File: src/hw/vcb_pkg.sv
// Constants shared by the video capture frame buffer controller.
// Assumes one 250 MHz system clock that also clocks a 32-bit SDRAM.
package vcb_pkg;
  localparam int CLK_MHZ = 250;
  localparam int T_RP_NS = 20;
  localparam int T_RCD_NS = 20;
  localparam int T_RFC_NS = 70;
  localparam int T_WR_NS = 15;
  localparam int T_REFI_NS = 15600;
  localparam int T_INIT_NS = 100000;
  localparam int T_IRQ_NS = 40;
  localparam int CL_CYC = 3;
  localparam int RP_CYC = (T_RP_NS * CLK_MHZ + 999) / 1000;
  localparam int RCD_CYC = (T_RCD_NS * CLK_MHZ + 999) / 1000;
  localparam int RFC_CYC = (T_RFC_NS * CLK_MHZ + 999) / 1000;
  localparam int WR_CYC = (T_WR_NS * CLK_MHZ + 999) / 1000;
  localparam int REFI_CYC = T_REFI_NS * CLK_MHZ / 1000;
  localparam int INIT_CYC = (T_INIT_NS * CLK_MHZ + 999) / 1000;
  localparam int IRQ_CYC = (T_IRQ_NS * CLK_MHZ + 999) / 1000;
  localparam logic [1:0] INIT_REFS = 2'h2;
  localparam logic [11:0] MODE_WORD = 12'h030;
  localparam logic [2:0] CMD_MRS = 3'h0;
  localparam logic [2:0] CMD_REF = 3'h1;
  localparam logic [2:0] CMD_PRE = 3'h2;
  localparam logic [2:0] CMD_ACT = 3'h3;
  localparam logic [2:0] CMD_WR = 3'h4;
  localparam logic [2:0] CMD_RD = 3'h5;
  localparam logic [2:0] CMD_NOP = 3'h7;
  localparam int AP_BIT = 10;
  localparam int COL_LSB = 0;
  localparam int BANK_LSB = 8;
  localparam int ROW_LSB = 10;
  localparam logic [20:0] MASK_2MB = 21'h07FFFF;
  localparam logic [20:0] MASK_8MB = 21'h1FFFFF;
  localparam logic [20:0] YS_2MB = 21'h00AA00;
  localparam logic [20:0] YS_8MB = 21'h020000;
  localparam logic [10:0] BYTES_640 = 11'h500;
  localparam logic [10:0] BYTES_720 = 11'h5A0;
  localparam logic [10:0] BYTES_768 = 11'h600;
  localparam logic [9:0] LINES_480 = 10'h1E0;
  localparam logic [9:0] LINES_576 = 10'h240;
  localparam int CAP_AW = 4;
  localparam int RD_AW = 2;
  localparam int CAP_W = 53;
  typedef enum logic [1:0] {
    FMT_SQ_NTSC = 2'h0,
    FMT_SQ_PAL = 2'h1,
    FMT_ITU_NTSC = 2'h2,
    FMT_ITU_PAL = 2'h3
  } vcb_fmt_t;
  typedef enum logic [1:0] {
    PH_CR = 2'h0,
    PH_Y0 = 2'h1,
    PH_CB = 2'h2,
    PH_Y1 = 2'h3
  } vcb_phase_t;
  typedef enum logic [1:0] {
    BLK_Y = 2'h0,
    BLK_CB = 2'h1,
    BLK_CR = 2'h2
  } vcb_blk_t;
endpackage

File: src/hw/vcb_fifo_if.sv
// Valid/ready carrier between the controller and its FIFOs.
// Assumes both ends share sys_clk.
`timescale 1ns/1ps
interface vcb_fifo_if #(parameter int W = 32);
  logic clr;
  logic wr_valid;
  logic wr_ready;
  logic [W-1:0] wr_data;
  logic rd_valid;
  logic rd_ready;
  logic [W-1:0] rd_data;
  modport fifo (input clr, wr_valid, wr_data, rd_ready,
                output wr_ready, rd_valid, rd_data);
  modport user (output clr, wr_valid, wr_data, rd_ready,
                input wr_ready, rd_valid, rd_data);
endinterface

File: src/hw/vcb_capture_top.sv
// Capture controller: pixel stream in, SDRAM frame buffer,
// read-only async SRAM style port for the processor.
// Assumes config inputs and buf_release come from sys_clk logic;
// pixel and processor pins are asynchronous.
`timescale 1ns/1ps
module vcb_capture_top #(
  parameter int INIT_CYC = vcb_pkg::INIT_CYC
) (
  input logic sys_clk,
  input logic rst_n,
  input logic pix_clk,
  input logic [7:0] pix_data,
  input logic pix_blank,
  input logic pix_vsync,
  input logic mem_8mb,
  input logic [1:0] frame_fmt,
  input logic [1:0] irq_sel,
  input logic irq_en,
  input logic buf_release,
  output logic [1:0] app_buf_idx,
  output logic app_buf_valid,
  output logic [1:0] cap_buf_idx,
  output logic cap_overrun,
  input logic dsp_ce_n,
  input logic dsp_oe_n,
  input logic dsp_we_n,
  input logic [20:0] dsp_addr,
  output logic [31:0] dsp_data_o,
  output logic dsp_data_oe,
  output logic async_ready,
  output logic [3:0] ext_interrupt_line_o,
  output logic [3:0] ext_interrupt_line_oe,
  output logic sd_cke,
  output logic sd_cs_n,
  output logic sd_ras_n,
  output logic sd_cas_n,
  output logic sd_we_n,
  output logic [1:0] sd_ba,
  output logic [11:0] sd_addr,
  output logic sd_dqm,
  input logic [31:0] sd_dq_i,
  output logic [31:0] sd_dq_o,
  output logic sd_dq_oe
);
  typedef enum logic [2:0] {
    SD_INIT = 3'h0,
    SD_IREF = 3'h1,
    SD_MRS = 3'h2,
    SD_IDLE = 3'h3,
    SD_CMD = 3'h4,
    SD_RDATA = 3'h5,
    SD_PUSH = 3'h6
  } vcb_sd_state_t;
  typedef enum logic [1:0] {
    RD_IDLE = 2'h0,
    RD_WAIT = 2'h1,
    RD_DONE = 2'h2
  } vcb_rd_state_t;

  // Pin synchronisers
  logic [34:0] sync_in;
  logic [34:0] sync_out;
  logic pclk_s;
  logic [7:0] pix_s;
  logic blank_s;
  logic vs_s;
  logic ce_n_s;
  logic oe_n_s;
  logic we_n_s;
  logic [20:0] addr_s;

  assign sync_in = {pix_clk, pix_data, pix_blank, pix_vsync,
                    dsp_ce_n, dsp_oe_n, dsp_we_n, dsp_addr};
  vcb_sync2 #(.W(35)) u_sync (
    .clk(sys_clk),
    .rst_n(rst_n),
    .d(sync_in),
    .q(sync_out)
  );
  assign pclk_s = sync_out[34];
  assign pix_s = sync_out[33:26];
  assign blank_s = sync_out[25];
  assign vs_s = sync_out[24];
  assign ce_n_s = sync_out[23];
  assign oe_n_s = sync_out[22];
  assign we_n_s = sync_out[21];
  assign addr_s = sync_out[20:0];

  vcb_fifo_if #(.W(vcb_pkg::CAP_W)) cap_if ();
  vcb_fifo_if #(.W(32)) rd_if ();
  vcb_fifo #(.W(vcb_pkg::CAP_W), .AW(vcb_pkg::CAP_AW)) u_cap_fifo (
    .clk(sys_clk),
    .rst_n(rst_n),
    .f(cap_if)
  );
  vcb_fifo #(.W(32), .AW(vcb_pkg::RD_AW)) u_rd_fifo (
    .clk(sys_clk),
    .rst_n(rst_n),
    .f(rd_if)
  );

  // Edge detection on the pixel timing signals
  logic pclk_d_reg;
  logic blank_d_reg;
  logic vs_d_reg;
  logic pix_stb;
  logic line_end;
  logic vs_fall;

  always_ff @(posedge sys_clk) begin
    if (!rst_n) begin
      pclk_d_reg <= 1'b0;
      blank_d_reg <= 1'b0;
      vs_d_reg <= 1'b0;
    end else begin
      pclk_d_reg <= pclk_s;
      blank_d_reg <= blank_s;
      vs_d_reg <= vs_s;
    end
  end
  assign pix_stb = pclk_s & ~pclk_d_reg;
  assign line_end = blank_s & ~blank_d_reg;
  assign vs_fall = vs_d_reg & ~vs_s;

  // Format limits and memory layout
  logic [10:0] bytes_max;
  logic [9:0] lines_max;
  logic [20:0] ys;
  logic [20:0] hs;
  logic [20:0] buf_span;
  logic [20:0] addr_mask;

  assign bytes_max = (frame_fmt == vcb_pkg::FMT_SQ_NTSC) ?
                     vcb_pkg::BYTES_640 :
                     (frame_fmt == vcb_pkg::FMT_SQ_PAL) ?
                     vcb_pkg::BYTES_768 : vcb_pkg::BYTES_720;
  assign lines_max = frame_fmt[0] ? vcb_pkg::LINES_576 :
                     vcb_pkg::LINES_480;
  assign ys = mem_8mb ? vcb_pkg::YS_8MB : vcb_pkg::YS_2MB;
  assign hs = {1'b0, ys[20:1]};
  assign buf_span = {ys[18:0], 2'b00};
  assign addr_mask = mem_8mb ? vcb_pkg::MASK_8MB :
                     vcb_pkg::MASK_2MB;

  // Stream separation and packing
  logic [10:0] pcnt_reg;
  logic [9:0] lcnt_reg;
  logic [1:0] ph_reg;
  logic [1:0] y_n_reg;
  logic [1:0] c_n_reg;
  logic [31:0] y_sh_reg;
  logic [31:0] cb_sh_reg;
  logic [31:0] cr_sh_reg;
  logic [20:0] ptr_reg [6];
  logic byte_ok;
  logic is_y;
  logic is_cb;
  logic word_done;
  logic cap_push;
  logic field;
  logic [1:0] push_blk;
  logic [2:0] ptr_idx;
  logic [31:0] push_word;
  logic [20:0] blk_off;
  logic [20:0] buf_base;
  logic [20:0] push_addr;
  logic [1:0] cap_buf_reg;

  assign byte_ok = pix_stb & ~blank_s & (pcnt_reg < bytes_max)
                 & (lcnt_reg < lines_max);
  assign is_y = ph_reg[0];
  assign is_cb = (ph_reg == vcb_pkg::PH_CB);
  assign word_done = is_y ? (y_n_reg == 2'h3) : (c_n_reg == 2'h3);
  assign cap_push = byte_ok & word_done;
  assign field = lcnt_reg[0];
  assign push_blk = is_y ? vcb_pkg::BLK_Y :
                    is_cb ? vcb_pkg::BLK_CB : vcb_pkg::BLK_CR;
  assign ptr_idx = {push_blk[1:0], 1'b0} + {2'h0, field};
  // First byte lands in the low lane
  assign push_word = is_y ? {pix_s, y_sh_reg[31:8]} :
                     is_cb ? {pix_s, cb_sh_reg[31:8]} :
                     {pix_s, cr_sh_reg[31:8]};
  assign blk_off = (push_blk == vcb_pkg::BLK_Y) ? (field ? ys : '0) :
                   (push_blk == vcb_pkg::BLK_CB) ?
                   ({ys[19:0], 1'b0} + (field ? hs : '0)) :
                   ({ys[19:0], 1'b0} + ys + (field ? hs : '0));
  assign buf_base = (cap_buf_reg == 2'h2) ? {buf_span[19:0], 1'b0} :
                    (cap_buf_reg == 2'h1) ? buf_span : '0;
  assign push_addr = (buf_base + blk_off + ptr_reg[ptr_idx])
                   & addr_mask;
  assign cap_if.clr = 1'b0;
  assign cap_if.wr_valid = cap_push;
  assign cap_if.wr_data = {push_addr, push_word};

  always_ff @(posedge sys_clk) begin
    if (!rst_n || vs_fall) begin
      pcnt_reg <= '0;
      lcnt_reg <= '0;
      ph_reg <= vcb_pkg::PH_CR;
    end else if (line_end && pcnt_reg != '0) begin
      pcnt_reg <= '0;
      lcnt_reg <= lcnt_reg + 10'h001;
      ph_reg <= vcb_pkg::PH_CR;
    end else if (byte_ok) begin
      pcnt_reg <= pcnt_reg + 11'h001;
      ph_reg <= ph_reg + 2'h1;
    end
  end

  always_ff @(posedge sys_clk) begin
    if (!rst_n || vs_fall) begin
      y_n_reg <= '0;
      c_n_reg <= '0;
    end else if (byte_ok) begin
      if (is_y) begin
        y_n_reg <= y_n_reg + 2'h1;
      end
      if (is_cb) begin
        c_n_reg <= c_n_reg + 2'h1;
      end
    end
  end

  always_ff @(posedge sys_clk) begin
    if (byte_ok) begin
      if (is_y) begin
        y_sh_reg <= push_word;
      end else if (is_cb) begin
        cb_sh_reg <= push_word;
      end else begin
        cr_sh_reg <= push_word;
      end
    end
  end

  always_ff @(posedge sys_clk) begin
    for (int i = 0; i < 6; i++) begin
      if (!rst_n || vs_fall) begin
        ptr_reg[i] <= '0;
      end else if (cap_push && cap_if.wr_ready && ptr_idx == 3'(i)) begin
        ptr_reg[i] <= ptr_reg[i] + 21'h000001;
      end
    end
  end

  // Overrun flag: a new drop wins over the frame-end clear
  always_ff @(posedge sys_clk) begin
    if (!rst_n) begin
      cap_overrun <= 1'b0;
    end else if (cap_push && !cap_if.wr_ready) begin
      cap_overrun <= 1'b1;
    end else if (vs_fall) begin
      cap_overrun <= 1'b0;
    end
  end

  // Buffer rotation
  logic [1:0] spare_buf_reg;
  logic [1:0] app_buf_reg;
  logic app_valid_reg;
  logic app_held_reg;
  logic held_eff;

  assign held_eff = app_held_reg & ~buf_release;
  always_ff @(posedge sys_clk) begin
    if (!rst_n) begin
      cap_buf_reg <= 2'h0;
      spare_buf_reg <= 2'h1;
      app_buf_reg <= 2'h2;
      app_valid_reg <= 1'b0;
      app_held_reg <= 1'b0;
    end else begin
      app_held_reg <= held_eff;
      if (buf_release) begin
        app_valid_reg <= 1'b0;
      end
      if (vs_fall && held_eff) begin
        cap_buf_reg <= spare_buf_reg;
        spare_buf_reg <= cap_buf_reg;
      end else if (vs_fall) begin
        app_buf_reg <= cap_buf_reg;
        cap_buf_reg <= spare_buf_reg;
        spare_buf_reg <= app_buf_reg;
        app_valid_reg <= 1'b1;
        app_held_reg <= 1'b1;
      end
    end
  end
  assign app_buf_idx = app_buf_reg;
  assign app_buf_valid = app_valid_reg;
  assign cap_buf_idx = cap_buf_reg;

  // Frame interrupt: low pulse on the selected line only
  logic [4:0] irq_cnt_reg;
  logic [3:0] line_sel;

  assign line_sel = 4'h1 << irq_sel;
  always_ff @(posedge sys_clk) begin
    if (!rst_n) begin
      irq_cnt_reg <= '0;
      ext_interrupt_line_o <= 4'hF;
      ext_interrupt_line_oe <= 4'h0;
    end else begin
      if (vs_fall && irq_en) begin
        irq_cnt_reg <= 5'(vcb_pkg::IRQ_CYC);
      end else if (irq_cnt_reg != '0) begin
        irq_cnt_reg <= irq_cnt_reg - 5'h01;
      end
      ext_interrupt_line_o <= ~(line_sel & {4{irq_cnt_reg != '0}});
      ext_interrupt_line_oe <= irq_en ? line_sel : 4'h0;
    end
  end

  // Processor read port
  vcb_rd_state_t rd_st_reg;
  logic [20:0] req_addr;
  logic [20:0] head_addr_reg;
  logic [20:0] pf_addr_reg;
  logic pf_active_reg;
  logic rd_req;
  logic hit;
  logic flush;
  logic pf_push;

  assign req_addr = addr_s & addr_mask;
  // Write strobes never qualify, so writes are dropped
  assign rd_req = ~ce_n_s & ~oe_n_s & we_n_s;
  assign hit = rd_if.rd_valid & (head_addr_reg == req_addr);
  assign flush = (rd_st_reg == RD_IDLE) & rd_req & ~hit;
  assign rd_if.clr = flush;
  assign rd_if.rd_ready = rd_req & hit & (rd_st_reg != RD_DONE);
  assign async_ready = (rd_st_reg == RD_DONE);

  always_ff @(posedge sys_clk) begin
    if (!rst_n) begin
      rd_st_reg <= RD_IDLE;
      dsp_data_o <= '0;
      dsp_data_oe <= 1'b0;
    end else begin
      dsp_data_oe <= rd_req & (rd_st_reg == RD_DONE);
      if (rd_if.rd_ready) begin
        dsp_data_o <= rd_if.rd_data;
      end
      unique case (rd_st_reg)
        RD_IDLE: rd_st_reg <= !rd_req ? RD_IDLE :
                              hit ? RD_DONE : RD_WAIT;
        RD_WAIT: rd_st_reg <= !rd_req ? RD_IDLE :
                              hit ? RD_DONE : RD_WAIT;
        RD_DONE: rd_st_reg <= rd_req ? RD_DONE : RD_IDLE;
        default: rd_st_reg <= RD_IDLE;
      endcase
    end
  end

  // Prefetch walks forward from the last missed address
  always_ff @(posedge sys_clk) begin
    if (!rst_n) begin
      head_addr_reg <= '0;
      pf_addr_reg <= '0;
      pf_active_reg <= 1'b0;
    end else if (flush) begin
      head_addr_reg <= req_addr;
      pf_addr_reg <= req_addr;
      pf_active_reg <= 1'b1;
    end else begin
      if (rd_if.rd_ready) begin
        head_addr_reg <= (head_addr_reg + 21'h000001) & addr_mask;
      end
      if (pf_push) begin
        pf_addr_reg <= (pf_addr_reg + 21'h000001) & addr_mask;
      end
    end
  end

  // SDRAM sequencer
  vcb_sd_state_t sd_st_reg;
  logic [15:0] wcnt_reg;
  logic [11:0] ref_cnt_reg;
  logic ref_due_reg;
  logic [1:0] iref_reg;
  logic [20:0] acc_addr_reg;
  logic acc_wr_reg;
  logic [31:0] rdat_reg;
  logic [2:0] cmd_reg;
  logic idle_free;
  logic cap_take;
  logic pf_take;
  logic ref_take;
  logic [20:0] take_addr;

  assign idle_free = (sd_st_reg == SD_IDLE) & (wcnt_reg == '0);
  assign ref_take = idle_free & ref_due_reg;
  assign cap_take = idle_free & ~ref_due_reg & cap_if.rd_valid;
  assign pf_take = idle_free & ~ref_due_reg & ~cap_if.rd_valid
                 & pf_active_reg & rd_if.wr_ready & ~flush;
  assign cap_if.rd_ready = cap_take;
  assign take_addr = cap_take ? cap_if.rd_data[52:32] : pf_addr_reg;
  assign pf_push = (sd_st_reg == SD_PUSH) & rd_if.wr_ready & ~flush
                 & (acc_addr_reg == pf_addr_reg);
  assign rd_if.wr_valid = pf_push;
  assign rd_if.wr_data = rdat_reg;

  // Refresh request: a new tick wins over the clear
  always_ff @(posedge sys_clk) begin
    if (!rst_n) begin
      ref_cnt_reg <= 12'(vcb_pkg::REFI_CYC - 1);
      ref_due_reg <= 1'b0;
    end else if (ref_cnt_reg == '0) begin
      ref_cnt_reg <= 12'(vcb_pkg::REFI_CYC - 1);
      ref_due_reg <= 1'b1;
    end else begin
      ref_cnt_reg <= ref_cnt_reg - 12'h001;
      if (ref_take) begin
        ref_due_reg <= 1'b0;
      end
    end
  end

  always_ff @(posedge sys_clk) begin
    if (!rst_n) begin
      sd_st_reg <= SD_INIT;
      wcnt_reg <= 16'(INIT_CYC - 1);
      iref_reg <= '0;
      cmd_reg <= vcb_pkg::CMD_NOP;
      sd_ba <= '0;
      sd_addr <= '0;
      sd_dq_oe <= 1'b0;
      sd_dq_o <= '0;
      acc_addr_reg <= '0;
      acc_wr_reg <= 1'b0;
      rdat_reg <= '0;
    end else begin
      cmd_reg <= vcb_pkg::CMD_NOP;
      sd_dq_oe <= 1'b0;
      if (wcnt_reg != '0) begin
        wcnt_reg <= wcnt_reg - 16'h0001;
      end
      unique case (sd_st_reg)
        SD_INIT: if (wcnt_reg == '0) begin
          cmd_reg <= vcb_pkg::CMD_PRE;
          sd_addr <= 12'h400;
          wcnt_reg <= 16'(vcb_pkg::RP_CYC - 1);
          sd_st_reg <= SD_IREF;
        end
        SD_IREF: if (wcnt_reg == '0) begin
          cmd_reg <= vcb_pkg::CMD_REF;
          wcnt_reg <= 16'(vcb_pkg::RFC_CYC - 1);
          iref_reg <= iref_reg + 2'h1;
          if (iref_reg == vcb_pkg::INIT_REFS - 2'h1) begin
            sd_st_reg <= SD_MRS;
          end
        end
        SD_MRS: if (wcnt_reg == '0) begin
          cmd_reg <= vcb_pkg::CMD_MRS;
          sd_addr <= vcb_pkg::MODE_WORD;
          wcnt_reg <= 16'(vcb_pkg::RP_CYC - 1);
          sd_st_reg <= SD_IDLE;
        end
        SD_IDLE: if (ref_take) begin
          cmd_reg <= vcb_pkg::CMD_REF;
          wcnt_reg <= 16'(vcb_pkg::RFC_CYC - 1);
        end else if (cap_take || pf_take) begin
          cmd_reg <= vcb_pkg::CMD_ACT;
          sd_ba <= take_addr[vcb_pkg::BANK_LSB +: 2];
          sd_addr <= {1'b0, take_addr[vcb_pkg::ROW_LSB +: 11]};
          acc_addr_reg <= take_addr;
          acc_wr_reg <= cap_take;
          sd_dq_o <= cap_if.rd_data[31:0];
          wcnt_reg <= 16'(vcb_pkg::RCD_CYC - 1);
          sd_st_reg <= SD_CMD;
        end
        SD_CMD: if (wcnt_reg == '0) begin
          cmd_reg <= acc_wr_reg ? vcb_pkg::CMD_WR : vcb_pkg::CMD_RD;
          sd_addr <= {4'h4, acc_addr_reg[vcb_pkg::COL_LSB +: 8]};
          sd_dq_oe <= acc_wr_reg;
          wcnt_reg <= acc_wr_reg ?
                      16'(vcb_pkg::WR_CYC + vcb_pkg::RP_CYC - 1) :
                      16'(vcb_pkg::CL_CYC - 1);
          sd_st_reg <= acc_wr_reg ? SD_IDLE : SD_RDATA;
        end
        SD_RDATA: if (wcnt_reg == '0) begin
          rdat_reg <= sd_dq_i;
          sd_st_reg <= SD_PUSH;
        end
        // Holds the word until the read FIFO has room or a flush moves the prefetch address
        SD_PUSH: if (rd_if.wr_ready || flush
                     || acc_addr_reg != pf_addr_reg) begin
          wcnt_reg <= 16'(vcb_pkg::RP_CYC - 1);
          sd_st_reg <= SD_IDLE;
        end
        default: sd_st_reg <= SD_IDLE;
      endcase
    end
  end

  assign sd_cke = 1'b1;
  assign sd_cs_n = 1'b0;
  assign sd_dqm = 1'b0;
  assign sd_ras_n = cmd_reg[2];
  assign sd_cas_n = cmd_reg[1];
  assign sd_we_n = cmd_reg[0];
endmodule

File: src/hw/vcb_fifo.sv
// Synchronous FIFO, depth two to the power AW.
// Assumes one clock; clr empties it in one cycle.
`timescale 1ns/1ps
module vcb_fifo #(
  parameter int W = 32,
  parameter int AW = 2
) (
  input logic clk,
  input logic rst_n,
  vcb_fifo_if.fifo f
);
  localparam int D = 1 << AW;
  logic [W-1:0] mem [D];
  logic [AW:0] wp_reg;
  logic [AW:0] rp_reg;
  logic full;
  logic empty;
  logic do_wr;
  logic do_rd;

  assign empty = (wp_reg == rp_reg);
  assign full = (wp_reg[AW] != rp_reg[AW])
              && (wp_reg[AW-1:0] == rp_reg[AW-1:0]);
  assign do_wr = f.wr_valid & ~full;
  assign do_rd = f.rd_ready & ~empty;
  assign f.wr_ready = ~full;
  assign f.rd_valid = ~empty;
  assign f.rd_data = mem[rp_reg[AW-1:0]];

  always_ff @(posedge clk) begin
    if (!rst_n || f.clr) begin
      wp_reg <= '0;
      rp_reg <= '0;
    end else begin
      wp_reg <= wp_reg + (AW+1)'(do_wr);
      rp_reg <= rp_reg + (AW+1)'(do_rd);
    end
  end

  always_ff @(posedge clk) begin
    if (do_wr) begin
      mem[wp_reg[AW-1:0]] <= f.wr_data;
    end
  end
endmodule

File: src/hw/vcb_sync2.sv
// Two-flop synchroniser for a group of pin inputs.
// Assumes the inputs are quasi-static relative to sys_clk.
`timescale 1ns/1ps
module vcb_sync2 #(parameter int W = 1) (
  input logic clk,
  input logic rst_n,
  input logic [W-1:0] d,
  output logic [W-1:0] q
);
  logic [W-1:0] s1_reg;
  logic [W-1:0] s2_reg;

  always_ff @(posedge clk) begin
    if (!rst_n) begin
      s1_reg <= '0;
      s2_reg <= '0;
    end else begin
      s1_reg <= d;
      s2_reg <= s1_reg;
    end
  end

  assign q = s2_reg;
endmodule

File: config.mk
export PLATFORM = sky130hd
export DESIGN_NAME = vcb_capture_top
export DESIGN_NICKNAME = d
export VERILOG_FILES = /design/src/hw/vcb_pkg.sv /design/src/hw/vcb_fifo_if.sv /design/src/hw/vcb_capture_top.sv /design/src/hw/vcb_fifo.sv /design/src/hw/vcb_sync2.sv
export SDC_FILE = /design/constraint.sdc
export NUM_CORES = 2
export LEC_CHECK = 0
export ABC_CLOCK_PERIOD_IN_PS = 14100
export BUFFER_PORTS_ARGS = -buffer_cell sky130_fd_sc_hd__buf_2
export CORE_MARGIN = 2
export CORE_UTILIZATION = 30
export CTS_CLUSTER_SIZE = 20
export DETAILED_ROUTE_END_ITERATION = 7
export GPL_ROUTABILITY_DRIVEN = 0
export REMOVE_ABC_BUFFERS = 1
export SYNTH_ARGS = -nofsm -noshare
export SYNTH_HDL_FRONTEND = slang
export SYNTH_SLANG_ARGS = --single-unit
File: constraint.sdc
create_clock -name sys_clk -period 14.1 [get_ports sys_clk]
set_input_delay 2.115 -clock sys_clk [delete_from_list [all_inputs] [get_ports sys_clk]]
set_output_delay 2.115 -clock sys_clk [all_outputs]
set_load 0.01 [all_outputs]
==> flow_summary.json <==
{
  "finalHoldViolations": 0,
  "grt_pass1_wl_um": 219000,
  "hpwl_um": 86100,
  "fp-row-count": 167,
  "status": "complete, but fails checks",
  "yosysTopAreaCell": "edfxtp_1",
  "critPathMaxFanout": 57,
  "grt_pass1_vias": 35000,
  "drt_iter0_markers": 2871,
  "syn_avg_cell_area_um2": 15.3,
  "ys_ff_latch": 1525,
  "synth_edf_count": 1174,
  "wl_per_cell_um": 20.4,
  "pwr-share-clk": 0.435,
  "io_pins": 177,
  "synth.distinct_cells": 78,
  "syn_area_um2": 62200,
  "path_class": "register to register",
  "cts_buffers": 157,
  "layout_setup_ws_ns": 7.76,
  "cts_resized": 0,
  "skew_ns": 0.0691,
  "route.detailed.drc": 2,
  "synth_top_flop_cell": "edfxtp_1",
  "vias": 34600,
  "routed_wl_um": 145000,
  "htreeDepth": 4,
  "synthArstFlopShare": 0,
  "tightest_slew_ns": 1.36,
  "die_y_um": 459,
  "path_delay_family": "adder cells",
  "stdcell_count": 7089,
  "failed_checks": "design-rule violations",
  "clk_path_buf_depth": 3,
  "holdBufCountCts": 0,
  "seq_area_frac_synth": 0.679,
  "grt_setup_unrepaired": "false",
  "critical_path.cell_chain": "buf_4, inv_1, ha_4, buf_4, mux2_2, mux4_2, ha_1, ha_1, fa_1, a21o_1, a21oi_1, o21bai_1, a2111o_1, a41oi_1, xor2_1, nor2_1",
  "drive_gt1_frac": 0.201,
  "setup_viol": 0,
  "routed_via_density": 4.89,
  "syn2layout_area_growth_pct": 14.9,
  "powerDensity_nw_per_um2": 131,
  "antenna_found_initial": 5,
  "synth_top_area_share": 0.566,
  "min_period_ns": 6.34,
  "largest_reg_flops": 848,
  "clk_pin_slew_worst_paths_ns": 0.06,
  "fillers": 19600,
  "swShare": 0.219,
  "synthTopCellsByArea": "edfxtp_1 (57%), mux4_2 (11%), dfxtp_1 (11%)",
  "fin_tns_setup_ns": 0,
  "nets": 4392,
  "die_x_um": 459,
  "grt_max_degree": 81,
  "grt_use_total": 0.135,
  "internal-power_w": 0.00730,
  "clk_latency_ns": 0.82,
  "core_region_area_um2": 207000,
  "cts_num_sinks": 1525,
  "sequentialPowerShare": 0.532,
  "crit_buf_inv": 3,
  "final_common_cell": "edfxtp_1",
  "comb_power_share": 0.034,
  "dp.cells": 6798,
  "start_kind": "register",
  "grt_remaining_overflow": 0,
  "cp.required_ns": 14.54,
  "crit_path_top_delay_cell": "buf_4",
  "die_area_um2": 211000,
  "cts_tree": "done",
  "slew_viol_final": 0,
  "p_sw_w": 0.00205,
  "r2r_start": "ph_reg[0]",
  "cts_setup_buffers": 0,
  "irDropWorstVdd_uv": 130,
  "cts_root_buf": "clkbuf_16",
  "hp-start": "ref_cnt_reg[0]",
  "slew_headroom": 0.0885,
  "start_util": 0.301,
  "drv_cap": 0,
  "postSynthCellCount": 4055,
  "p_leak_nw": 22.6,
  "io_buffers": 172,
  "critPathLaunch": "ph_reg[0]",
  "postRouteAntennaNets": 0,
  "period_share": 0.450,
  "max_freq_mhz": 158,
  "slowest_delay_ns": 0.78,
  "layout_common_cells": "edfxtp_1 (1174), nand2_1 (358), dfxtp_1 (344)",
  "holdWs_ns": 0.400,
  "arrival_ns": 6.78,
  "ys_warn_count": 0,
  "dr.pass1.iters": 8,
  "hold_class": "register to register",
  "fin_util": 0.346,
  "cp-end-kind": "register",
  "dp_slack_ns": 7.20
}
## logic make-up after synthesis
group / Yosys count / share of synthesized area
flip-flops: 1525 / 0.679
AND/OR/NAND/NOR: 1106 / 0.0834
AO/OA/AOI/OAI: 411 / 0.0402
multiplexers: 407 / 0.129
buffers and inverters: 293 / 0.0191
XOR/XNOR: 248 / 0.0349
adder cells (fa/ha/maj): 63 / 0.0139
other: 2 / 0.000121
## layout make-up
cell class              count  area [um^2]  area share
well taps                2704         3380      0.0473
inverters                  74          285     0.00399
multi-input cells        2240        19000       0.265
clock buffers             207         4220      0.0590
flip-flops and latches   1525        42300       0.591
repair buffers            255         1490      0.0208
clock inverters            81          878      0.0123
diodes                      3         7.51    0.000105
## path summary, 6_finish.rpt
check	to	slack, ns	depth (start not counted)
min reg2reg	ref_cnt_reg[0]	0.40	1
min	ref_cnt_reg[0]	0.40	1
max	u_cap_fifo.mem[9][51]	7.76	16
max reg2reg	u_cap_fifo.mem[9][51]	7.76	16
## synth_stat cells (56+ instances only)
library cell,instances
edfxtp_1,1174
nor3_1,56
mux4_2,313
o21ai_0,84
mux2i_1,61
nor2_1,310
inv_1,70
dfxtp_1,351
and2_1,96
nand3_1,83
a21oi_1,190
xor2_1,92
xnor2_1,156
clkbuf_1,154
nand2_1,358
## metal layers
metal  GRT usage  vias up  routed length, um
li1            -    15700                  -
met1       0.179    17900              63400
met2       0.228      831              70800
met3      0.0236      199               7210
met4      0.0382        6               3210
met5           0        -                 34
## power groups by stage
stage | Combinational (W) | Sequential, W | Clock (W)
after floorplan | 0.000192 | 0.00505 | 0
after global placement | 0.000308 | 0.00506 | 0
after detailed placement | 0.000317 | 0.00506 | 0
after CTS | 0.000318 | 0.00497 | 0.00417
after global routing | 0.000351 | 0.00497 | 0.00434
final | 0.000314 | 0.00497 | 0.00406
## per-stage QoR
step / power (W) / area [um^2]
3_3_place_gp: 0.00537 / 66400
6_report: 0.00934 / 71500
4_1_cts: 0.00945 / 71500
2_1_floorplan: 0.00524 / 61300
3_5_place_dp: 0.00538 / 66400
5_1_grt: 0.00966 / 71500
No activity file was read; power rests on OpenSTA's default activity.
